File: src/common/nic_pkg.sv
/*
 Constants, register map and carrier types of the interrupt controller.
 Assumes a 32-bit word-per-register slave bus and a synchronous system clock.
*/
package nic_pkg;
    // Slot and line counts
    localparam int NMI_N = 10;
    localparam int IRQ_N = 12;
    localparam int NSLOT = 8;
    localparam int ISLOT = 11;
    // Register indices; byte address is four times the index
    localparam logic [15:0] IDX_NMI_EN_LO  = 16'h1000;
    localparam logic [15:0] IDX_NMI_EN_HI  = 16'h1001;
    localparam logic [15:0] IDX_NMI_PND_LO = 16'h1002;
    localparam logic [15:0] IDX_NMI_PND_HI = 16'h1003;
    localparam logic [15:0] IDX_NMI_CLR_LO = 16'h1004;
    localparam logic [15:0] IDX_NMI_CLR_HI = 16'h1005;
    localparam logic [15:0] IDX_IRQ_EN_LO  = 16'h1006;
    localparam logic [15:0] IDX_IRQ_EN_HI  = 16'h1007;
    localparam logic [15:0] IDX_IRQ_PND_LO = 16'h1008;
    localparam logic [15:0] IDX_IRQ_PND_HI = 16'h1009;
    localparam logic [15:0] IDX_IRQ_CLR_LO = 16'h100a;
    localparam logic [15:0] IDX_IRQ_CLR_HI = 16'h100b;
    localparam logic [15:0] IDX_VECTORING_CONTROL    = 16'h1068;
    localparam logic [15:0] IDX_RANK_PREF  = 16'h1070;
    // Non-maskable flag positions (low register keeps these positions)
    localparam int NF_P1 = 0;
    localparam int NF_P2 = 1;
    localparam int NF_P3 = 2;
    localparam int NF_WD = 3;
    localparam int NF_T1 = 4;
    localparam int NF_T2 = 5;
    localparam int NF_T3 = 6;
    localparam int NF_2HZ = 7;
    localparam int NF_1HZ = 8;
    localparam int NF_1MIN = 9;
    // Maskable flag positions (enable pair concatenates to this order)
    localparam int MF_P1 = 0;
    localparam int MF_P2 = 1;
    localparam int MF_P3 = 2;
    localparam int MF_T1 = 3;
    localparam int MF_T2 = 4;
    localparam int MF_T3 = 5;
    localparam int MF_2HZ = 6;
    localparam int MF_1HZ = 7;
    localparam int MF_1MIN = 8;
    localparam int MF_TB64 = 9;
    localparam int MF_TB512 = 10;
    localparam int MF_TB2048 = 11;
    // Control register fields and reset values
    localparam int VC_NMI_BIT = 7;
    localparam int VC_IRQ_BIT = 6;
    localparam int PREF_EN_BIT = 7;
    localparam logic [7:0] EN_RST = 8'h00;
    // Vectors
    localparam logic [15:0] NMI_VEC_TOP = 16'hffee;
    localparam logic [15:0] IRQ_VEC_TOP = 16'hffce;
    localparam logic [15:0] NMI_VEC_DFLT = 16'hfffa;
    localparam logic [15:0] IRQ_VEC_DFLT = 16'hfffe;

    // Event sources: pulses set flags, level requests pass through
    typedef struct packed {
        logic [NMI_N-1:0] nmi_evt;
        logic [IRQ_N-1:0] irq_evt;
        logic             uart_req;
        logic             user_uart_req;
        logic             adc_req;
    } nic_evt_t;

    // Request toward the core
    typedef struct packed {
        logic        nmi;
        logic        irq;
        logic [3:0]  slot;
        logic [15:0] vector;
    } nic_core_t;

    // Byte address of a register index
    function automatic logic [15:0] reg_addr(input logic [15:0] idx);
        return {idx[13:0], 2'b00};
    endfunction : reg_addr

    // Two-byte vector of a slot below a top vector
    function automatic logic [15:0] slot_vec(input logic [15:0] top, input logic [3:0] slot);
        return top - {11'h000, slot, 1'b0};
    endfunction : slot_vec
endpackage : nic_pkg

File: src/hdl/nic_flag_bank.sv
/*
 Bank of sticky pending flags; a set in the clearing cycle survives.
 Assumes set and clear pulses synchronous to clk.
*/
`timescale 1ns/1ps
module nic_flag_bank
    import nic_pkg::*;
#(
    parameter int W = 10
) (
    // Clock and reset
    input  logic         clk,
    input  logic         nrst,
    // Set and clear pulses
    input  logic [W-1:0] set,
    input  logic [W-1:0] clr,
    // Flags
    output logic [W-1:0] flag_q
);
    // Set wins over clear; zero in clr leaves a flag alone
    always_ff @(posedge clk) begin
        if (!nrst) begin
            flag_q <= '0;
        end else begin
            flag_q <= (flag_q & ~clr) | set;
        end
    end

    AST_SET_WINS: assert property (@(posedge clk) disable iff (!nrst)
        (set != '0) |=> ((flag_q & $past(set)) == $past(set)))
        else $error("flag lost while set");
    AST_CLEAR_ONE: assert property (@(posedge clk) disable iff (!nrst)
        (clr != '0) |=> ((flag_q & $past(clr) & ~$past(set)) == '0))
        else $error("flag survived its clear");
endmodule : nic_flag_bank

File: src/hdl/nic_prio_pick.sv
/*
 Fixed-order priority picker: lowest requesting index wins.
 Assumes purely combinational use inside a clocked parent.
*/
`timescale 1ns/1ps
module nic_prio_pick
    import nic_pkg::*;
#(
    parameter int N  = 8,
    parameter int IW = 4
) (
    // Requests
    input  logic [N-1:0]  req,
    // Result
    output logic          any,
    output logic [IW-1:0] idx
);
    // Scan from the top down so the lowest index is left standing
    always_comb begin
        idx = '0;
        for (int i = N - 1; i >= 0; i--) begin
            if (req[i]) begin
                idx = IW'(i);
            end
        end
    end

    assign any = |req;
endmodule : nic_prio_pick

File: src/hdl/nic_top.sv
/*
 Interrupt controller: enable and pending registers, clear registers,
 fixed ranking with one software-raised slot, and vector generation.
 Assumes an Avalon-MM master with waitrequest and on-chip event sources.
*/
`timescale 1ns/1ps
module nic_top
    import nic_pkg::*;
(
    // Clock and reset
    input  logic        clk,
    input  logic        nrst,
    // Avalon-MM slave
    input  logic [15:0] avs_address,
    input  logic        avs_read,
    input  logic        avs_write,
    input  logic [31:0] avs_writedata,
    input  logic [3:0]  avs_byteenable,
    output logic [31:0] avs_readdata,
    output logic        avs_waitrequest,
    // Event sources
    input  nic_evt_t    evt,
    // Request toward the core
    output nic_core_t   core_q
);
    logic              ack_q;
    logic              wr_fire;
    logic [7:0]        wdat;
    logic [6:0]        nmi_en_lo_q;
    logic [2:0]        nmi_en_hi_q;
    logic [5:0]        irq_en_lo_q;
    logic [5:0]        irq_en_hi_q;
    logic [1:0]        vectoring_control_q;
    logic [4:0]        pref_q;
    logic [NMI_N-1:0]  nmi_clr;
    logic [IRQ_N-1:0]  irq_clr;
    logic [NMI_N-1:0]  nmi_flag;
    logic [IRQ_N-1:0]  irq_flag;
    logic [NMI_N-1:0]  nmi_act;
    logic [IRQ_N-1:0]  irq_act;
    logic [NSLOT-1:0]  nslot_req;
    logic [ISLOT-1:0]  islot_req;
    logic              n_any;
    logic              i_any;
    logic [3:0]        n_idx;
    logic [3:0]        i_idx;
    logic [3:0]        i_win;
    logic              pref_hit;
    logic [7:0]        rd_d;
    logic [31:0]       readdata_q;

    // One wait state: request seen, answer on the next edge
    always_ff @(posedge clk) begin
        if (!nrst) begin
            ack_q <= 1'b0;
        end else begin
            ack_q <= (avs_read | avs_write) & ~ack_q;
        end
    end

    assign avs_waitrequest = (avs_read | avs_write) & ~ack_q;
    assign wr_fire = avs_write & ack_q & avs_byteenable[0];
    assign wdat = avs_writedata[7:0];

    // Enable, vectoring and rank preference registers
    always_ff @(posedge clk) begin
        if (!nrst) begin
            nmi_en_lo_q <= EN_RST[6:0];
            nmi_en_hi_q <= EN_RST[2:0];
            irq_en_lo_q <= EN_RST[5:0];
            irq_en_hi_q <= EN_RST[5:0];
            vectoring_control_q   <= EN_RST[1:0];
            pref_q      <= EN_RST[4:0];
        end else if (wr_fire) begin
            unique case (avs_address)
                reg_addr(IDX_NMI_EN_LO): nmi_en_lo_q <= wdat[6:0];
                reg_addr(IDX_NMI_EN_HI): nmi_en_hi_q <= wdat[2:0];
                reg_addr(IDX_IRQ_EN_LO): irq_en_lo_q <= wdat[5:0];
                reg_addr(IDX_IRQ_EN_HI): irq_en_hi_q <= wdat[5:0];
                reg_addr(IDX_VECTORING_CONTROL): vectoring_control_q <= {wdat[VC_NMI_BIT], wdat[VC_IRQ_BIT]};
                reg_addr(IDX_RANK_PREF): pref_q <= {wdat[PREF_EN_BIT], wdat[3:0]};
                default: ;
            endcase
        end
    end

    // Write-one clear pulses; zeros in the data clear nothing
    always_comb begin
        nmi_clr = '0;
        irq_clr = '0;
        if (wr_fire && avs_address == reg_addr(IDX_NMI_CLR_LO)) begin
            nmi_clr[NF_T3:NF_P2] = wdat[6:1];
        end
        if (wr_fire && avs_address == reg_addr(IDX_NMI_CLR_HI)) begin
            nmi_clr[NF_P1]   = wdat[0];
            nmi_clr[NF_1MIN] = wdat[1];
            nmi_clr[NF_1HZ]  = wdat[2];
            nmi_clr[NF_2HZ]  = wdat[3];
        end
        if (wr_fire && avs_address == reg_addr(IDX_IRQ_CLR_LO)) begin
            irq_clr[MF_P3:MF_P1] = wdat[2:0];
            irq_clr[MF_T3:MF_T1] = wdat[6:4];
        end
        if (wr_fire && avs_address == reg_addr(IDX_IRQ_CLR_HI)) begin
            irq_clr[MF_1MIN:MF_2HZ]   = wdat[2:0];
            irq_clr[MF_TB2048:MF_TB64] = wdat[6:4];
        end
    end

    // Pending flags for both classes
    nic_flag_bank #(.W(NMI_N)) u_nmi_flags (
        .clk    (clk),
        .nrst   (nrst),
        .set    (evt.nmi_evt),
        .clr    (nmi_clr),
        .flag_q (nmi_flag)
    );

    nic_flag_bank #(.W(IRQ_N)) u_irq_flags (
        .clk    (clk),
        .nrst   (nrst),
        .set    (evt.irq_evt),
        .clr    (irq_clr),
        .flag_q (irq_flag)
    );

    // A pulse line requests only while flag and enable are both set; level requests bypass both
    assign nmi_act = nmi_flag & {nmi_en_hi_q, nmi_en_lo_q};
    assign irq_act = irq_flag & {irq_en_hi_q, irq_en_lo_q};

    // Gather lines into rank slots
    assign nslot_req = {|nmi_act[NF_1MIN:NF_2HZ], nmi_act[NF_T3], nmi_act[NF_P3],
                        nmi_act[NF_T2], nmi_act[NF_P2], nmi_act[NF_T1],
                        nmi_act[NF_P1], nmi_act[NF_WD]};
    assign islot_req = {|irq_act[MF_TB2048:MF_TB64], evt.adc_req,
                        |irq_act[MF_1MIN:MF_2HZ], evt.user_uart_req,
                        irq_act[MF_T3], irq_act[MF_P3], irq_act[MF_T2],
                        irq_act[MF_P2], irq_act[MF_T1], irq_act[MF_P1],
                        evt.uart_req};

    nic_prio_pick #(.N(NSLOT), .IW(4)) u_nmi_pick (
        .req (nslot_req),
        .any (n_any),
        .idx (n_idx)
    );

    nic_prio_pick #(.N(ISLOT), .IW(4)) u_irq_pick (
        .req (islot_req),
        .any (i_any),
        .idx (i_idx)
    );

    // Software-raised maskable slot overrides the fixed order
    assign pref_hit = pref_q[4] && (pref_q[3:0] < 4'(ISLOT)) &&
                      islot_req[pref_q[3:0]];
    assign i_win = pref_hit ? pref_q[3:0] : i_idx;

    // Core request: non-maskable always ahead of maskable
    always_ff @(posedge clk) begin
        if (!nrst) begin
            core_q <= '0;
        end else begin
            core_q.nmi <= n_any;
            core_q.irq <= i_any & ~n_any;
            if (n_any) begin
                core_q.slot   <= n_idx;
                core_q.vector <= vectoring_control_q[1] ? slot_vec(NMI_VEC_TOP, n_idx)
                                              : NMI_VEC_DFLT;
            end else if (i_any) begin
                core_q.slot   <= i_win;
                core_q.vector <= vectoring_control_q[0] ? slot_vec(IRQ_VEC_TOP, i_win)
                                              : IRQ_VEC_DFLT;
            end else begin
                core_q.slot   <= 4'h0;
                core_q.vector <= 16'h0000;
            end
        end
    end

    // Read multiplexer; unmapped and write-only offsets read zero
    always_comb begin
        rd_d = 8'h00;
        unique case (avs_address)
            reg_addr(IDX_NMI_EN_LO): rd_d = {1'b0, nmi_en_lo_q};
            reg_addr(IDX_NMI_EN_HI): rd_d = {5'h00, nmi_en_hi_q};
            reg_addr(IDX_NMI_PND_LO): rd_d = {1'b0, nmi_flag[NF_T3:NF_P1]};
            reg_addr(IDX_NMI_PND_HI): rd_d = {5'h00, nmi_flag[NF_1MIN:NF_2HZ]};
            reg_addr(IDX_IRQ_EN_LO): rd_d = {2'h0, irq_en_lo_q};
            reg_addr(IDX_IRQ_EN_HI): rd_d = {2'h0, irq_en_hi_q};
            reg_addr(IDX_IRQ_PND_LO): rd_d = {2'h0, irq_flag[MF_P3:MF_P1],
                                              irq_flag[MF_T3:MF_T1]};
            reg_addr(IDX_IRQ_PND_HI): rd_d = {1'b0, irq_flag[MF_TB2048:MF_TB64], 1'b0,
                                              irq_flag[MF_1MIN:MF_2HZ]};
            reg_addr(IDX_VECTORING_CONTROL): rd_d = {vectoring_control_q, 6'h00};
            reg_addr(IDX_RANK_PREF): rd_d = {pref_q[4], 3'h0, pref_q[3:0]};
            default: rd_d = 8'h00;
        endcase
    end

    // Read data captured on the wait cycle, stands on the answer edge
    always_ff @(posedge clk) begin
        if (!nrst) begin
            readdata_q <= 32'h0000_0000;
        end else if (avs_read && !ack_q) begin
            readdata_q <= {24'h000000, rd_d};
        end
    end

    assign avs_readdata = readdata_q;

    AST_BUS_ONE_WAIT: assert property (@(posedge clk) disable iff (!nrst)
        ((avs_read || avs_write) && avs_waitrequest) |=> !avs_waitrequest)
        else $error("bus answer not after one wait cycle");
    AST_ENABLES_RESET: assert property (@(posedge clk)
        !nrst |=> (nmi_en_lo_q == 7'h00 && nmi_en_hi_q == 3'h0 &&
                   irq_en_lo_q == 6'h00 && irq_en_hi_q == 6'h00))
        else $error("enables not zero after reset");
    AST_NMI_BEFORE_IRQ: assert property (@(posedge clk) disable iff (!nrst)
        (nslot_req != '0) |=> (core_q.nmi && !core_q.irq))
        else $error("maskable request served ahead of non-maskable");
    AST_WATCHDOG_FIRST: assert property (@(posedge clk) disable iff (!nrst)
        nmi_act[NF_WD] |=> (core_q.slot == 4'h0))
        else $error("watchdog slot not ranked first");
    AST_NMI_VECTOR: assert property (@(posedge clk) disable iff (!nrst)
        (core_q.nmi && $past(vectoring_control_q[1])) |->
            core_q.vector == 16'hffee - {11'h000, core_q.slot, 1'b0})
        else $error("non-maskable vector wrong");
    AST_IRQ_VECTOR: assert property (@(posedge clk) disable iff (!nrst)
        (core_q.irq && $past(vectoring_control_q[0])) |->
            core_q.vector == 16'hffce - {11'h000, core_q.slot, 1'b0})
        else $error("maskable vector wrong");
    AST_TIMEBASE_LAST: assert property (@(posedge clk) disable iff (!nrst)
        (core_q.irq && core_q.slot == 4'ha && !$past(pref_hit)) |->
            $past(islot_req[9:0]) == 10'h000)
        else $error("time-base slot won over a higher slot");
    AST_DISABLED_SILENT: assert property (@(posedge clk) disable iff (!nrst)
        (irq_en_lo_q == 6'h00 && irq_en_hi_q == 6'h00 && !evt.uart_req &&
         !evt.user_uart_req && !evt.adc_req) |=> !core_q.irq)
        else $error("maskable request with every source disabled");
endmodule : nic_top
File: config.mk
export PLATFORM = sky130hd
export DESIGN_NAME = nic_top
export DESIGN_NICKNAME = d
export VERILOG_FILES = /design/src/common/nic_pkg.sv /design/src/hdl/nic_flag_bank.sv /design/src/hdl/nic_prio_pick.sv /design/src/hdl/nic_top.sv
export SDC_FILE = /design/constraint.sdc
export NUM_CORES = 1
export LEC_CHECK = 0
export ABC_AREA = 1
export BUFFER_PORTS_ARGS = -buffer_cell sky130_fd_sc_hd__buf_2
export CAP_MARGIN = 10
export CORE_UTILIZATION = 51
export DETAILED_ROUTE_END_ITERATION = 8
export PLACE_DENSITY = 0.81
export SLEW_MARGIN = 20
export SYNTH_ARGS = -nofsm -noshare
export SYNTH_HDL_FRONTEND = slang
export SYNTH_SLANG_ARGS = --single-unit
File: constraint.sdc
create_clock -name clk -period 2.07 [get_ports clk]
set_clock_uncertainty 0.1 [all_clocks]
set_input_delay 0.414 -clock clk [delete_from_list [all_inputs] [get_ports clk]]
set_output_delay 0.414 -clock clk [all_outputs]
set_load 0.02 [all_outputs]
==> flow_metrics.env <==
export IMPL_status="complete, no violations"
export IMPL_ff2ff_path_depth=5
export IMPL_synth_ff_type="dfxtp_1"
export IMPL_ys_ff_latch=73
export IMPL_maxCapViolCount=0
export IMPL_regToRegSetupSlack_ps=200
export IMPL_antenna_found_initial=0
export IMPL_setup_viol=0
export IMPL_cts_root_buf="clkbuf_8"
export IMPL_area_delta_synth_final_pct=15.2
export IMPL_r2r_end="u_irq_flags.flag_q[3]"
export IMPL_reg2reg_from="ack_q"
export IMPL_postCtsSetupBuffers=0
export IMPL_min_period_over_period=0.904
export IMPL_clk_pin_slew_ps=80
export IMPL_syn_avg_cell_area_um2=6.69
export IMPL_ys_top_cells_by_count="137 x nand2_1, 73 x dfxtp_1, 65 x inv_1"
export IMPL_synth_cell_types=28
export IMPL_wl_mm=11.1
export IMPL_cts_htree_levels=3
export IMPL_max_slew_margin=0.645
export IMPL_hold_depth=3
export IMPL_synth_most_common_cell="nand2_1"
export IMPL_netlist_top_cell_by_area="dfxtp_1"
export IMPL_netlist_area_um2=3970
export IMPL_grt_pass1_vias=3712
export IMPL_cts_resized=0
export IMPL_cp_arrival_ps=1990
export IMPL_cts_buffer_depth=2
export IMPL_layoutNonFillerInstCount=778
export IMPL_port_buffers=83
export IMPL_netlist_instances=593
export IMPL_grt_usage=0.281
export IMPL_hpwl_mm=8.50
export IMPL_multi_input_area_um2=2000
export IMPL_dp_cells=763
export IMPL_power_density_nw_per_um2=675
export IMPL_worstPathCellList="nand3_1 -> inv_1 -> nand4_1 -> o21ai_0 -> a21oi_1"
export IMPL_synth_warnings=0
export IMPL_diodes=0
export IMPL_postCtsHoldBufs=0
export IMPL_drt_wirelength_per_cell_um=14.2
export IMPL_first_pass_iters=5
export IMPL_antenna_left=0
export IMPL_critPathSlowestCell="dfxtp_1"
export IMPL_period_needed_ps=1870
export IMPL_fmax_ghz=0.534
export IMPL_viasPerCell=5.35
export IMPL_endpoint_kind="flop"
export IMPL_ir_drop_mv=0.435
export IMPL_core_um2=7370
export IMPL_worst_path_max_fanout=6
export IMPL_drt_iter0_markers=289
export IMPL_place_congestion=0.949
export IMPL_finalHoldViolCount=0
export IMPL_grt_overflow=0
export IMPL_synth_async_reset_ratio=0
export IMPL_path_class="reg -> reg"
export IMPL_die_width_um=90.2
export IMPL_start_util=0.539
export IMPL_ff_latch_area_um2=1460
export IMPL_drive_gt1_frac=0.208
export IMPL_yosys_top_cells_area="dfxtp_1 37%, nand2_1 13%, a21oi_1 7.3%, nand3_1 7.2%, buf_4 7.0%"
export IMPL_setup_tns_ps=0
export IMPL_grt_max_degree=49
export IMPL_grt_pass1_wl_mm=17.9
export IMPL_clk_latency_ps=350
export IMPL_hp_start="evt[8]"
export IMPL_synth_edf_count=0
export IMPL_synth_seq_area_share=0.368
export IMPL_holdPathEnd="u_irq_flags.flag_q[5]"
export IMPL_hold_path_class="in -> reg"
export IMPL_route_detailed_drc=0
export IMPL_finalNetCount=756
export IMPL_cts_tree="yes"
export IMPL_die_area_um2=8140
export IMPL_fillerInstances=719
export IMPL_num_rows=31
export IMPL_crit_path_start="ack_q"
export IMPL_leakage_uw=0.00219
export IMPL_via_count=4165
export IMPL_synth_top_area_share=0.368
export IMPL_ioPinCount=136
export IMPL_cts_made_buffers=9
export IMPL_worst_slew_pin_slew_ps=533
export IMPL_crit_path_start_kind="flop"
export IMPL_cp_required_ps=2180
export IMPL_slowest_delay_ps=380
export IMPL_slew_violations=0
export IMPL_die_y_um=90.2
export IMPL_rsz0062_at_grt="false"
export IMPL_clock_sinks=73
[power breakdown]
group / switching (uW) / internal (uW)
logic: 227 / 99.3
registers: 34.4 / 1450
clock network: 536 / 740
[layout make-up]
type	instances	area share
Multi-Input combinational cell	426	0.437
Sequential cell	73	0.320
Inverter	72	0.0591
Timing Repair Buffer	93	0.107
Tap cell	99	0.0271
Clock inverter	4	0.0167
Clock buffer	11	0.0331
[metal layers]
layer  share of wire  GRT usage  vias to the layer above
met5               0          0                        -
met4           0.024      0.102                        0
met3           0.084     0.0635                       28
met2            0.46      0.441                      209
met1            0.44      0.376                     1902
li1                -          -                     2026
[stage by stage]
| step | hold slack (ps) | utilization | area, um^2 | total power [uW] | setup slack, ps |
|---|---|---|---|---|---|
| after floorplan | 344 | - | 4060 | 1750 | 483 |
| after global placement | 353 | 0.589 | 4340 | 1830 | 97.8 |
| after detailed placement | 353 | 0.589 | 4340 | 1840 | 49.1 |
| after CTS | 173 | 0.620 | 4570 | 3090 | 257 |
| after global routing | 181 | 0.620 | 4570 | 3200 | 22.5 |
| final | 190 | 0.620 | 4570 | 3090 | 199 |
[critical path, delay by kind of cell (launching register included)]
kind,cells,cell delay [ps]
flops,1,380
simple gates,2,600
compound gates,2,390
buf+inv,1,250
[flip-flops by register name (all words and copies together), names as in the netlist]
name                 cells
pref_q                   5
u_nmi_flags.flag_q      10
avs_readdata             8
u_irq_flags.flag_q      12
nmi_en_lo_q              7
irq_en_hi_q              6
vectoring_control_q      2
ack_q                    1
irq_en_lo_q              6
core_q                  13
nmi_en_hi_q              3
[logic make-up (layout without fill, tap and decap cells)]
logic type / Yosys count / in the layout / synth area share
buffers and inverters: 118 / 180 / 0.151
DFF: 73 / 73 / 0.368
and+or+nand+nor: 284 / 284 / 0.322
other: 1 / 25 / 0.000945
AOI/OAI and AO/OA: 117 / 117 / 0.158
[how the worst max path moves through the flow]
stage | endpoint | slack (ps) | cells past startpoint
2_1_floorplan | irq_en_hi_q[2] | 480 | 9
3_5_place_dp | avs_readdata[3] | 50 | 11
6_report | u_irq_flags.flag_q[3] | 200 | 5
4_1_cts | u_irq_flags.flag_q[3] | 260 | 5
5_1_grt | core_q[4] | 20 | 10
3_3_place_gp | nmi_en_lo_q[6] | 100 | 10
[cells in the final DEF, fill, tap and decap left out]
cell / instances
o22ai_1: 1
conb_1: 25
buf_4: 10
nand3_1: 57
dfxtp_1: 73
buf_2: 83
a31o_2: 1
a211oi_2: 4
nor2_1: 52
a21oi_1: 58
nor3_1: 5
o21ai_0: 44
nor3_4: 1
inv_1: 65
bufinv_16: 2
nand2_1: 137
clkinv_4: 1
o21ai_1: 7
clkinvlp_4: 1
inv_2: 7
nand3b_1: 6
nand4_1: 5
nand3_2: 2
nand4_2: 1
nor3b_1: 1
nor2_2: 7
nand2_2: 6
nor2_4: 4
a211oi_1: 2
clkbuf_8: 11
(Power assumes the default switching activity.)
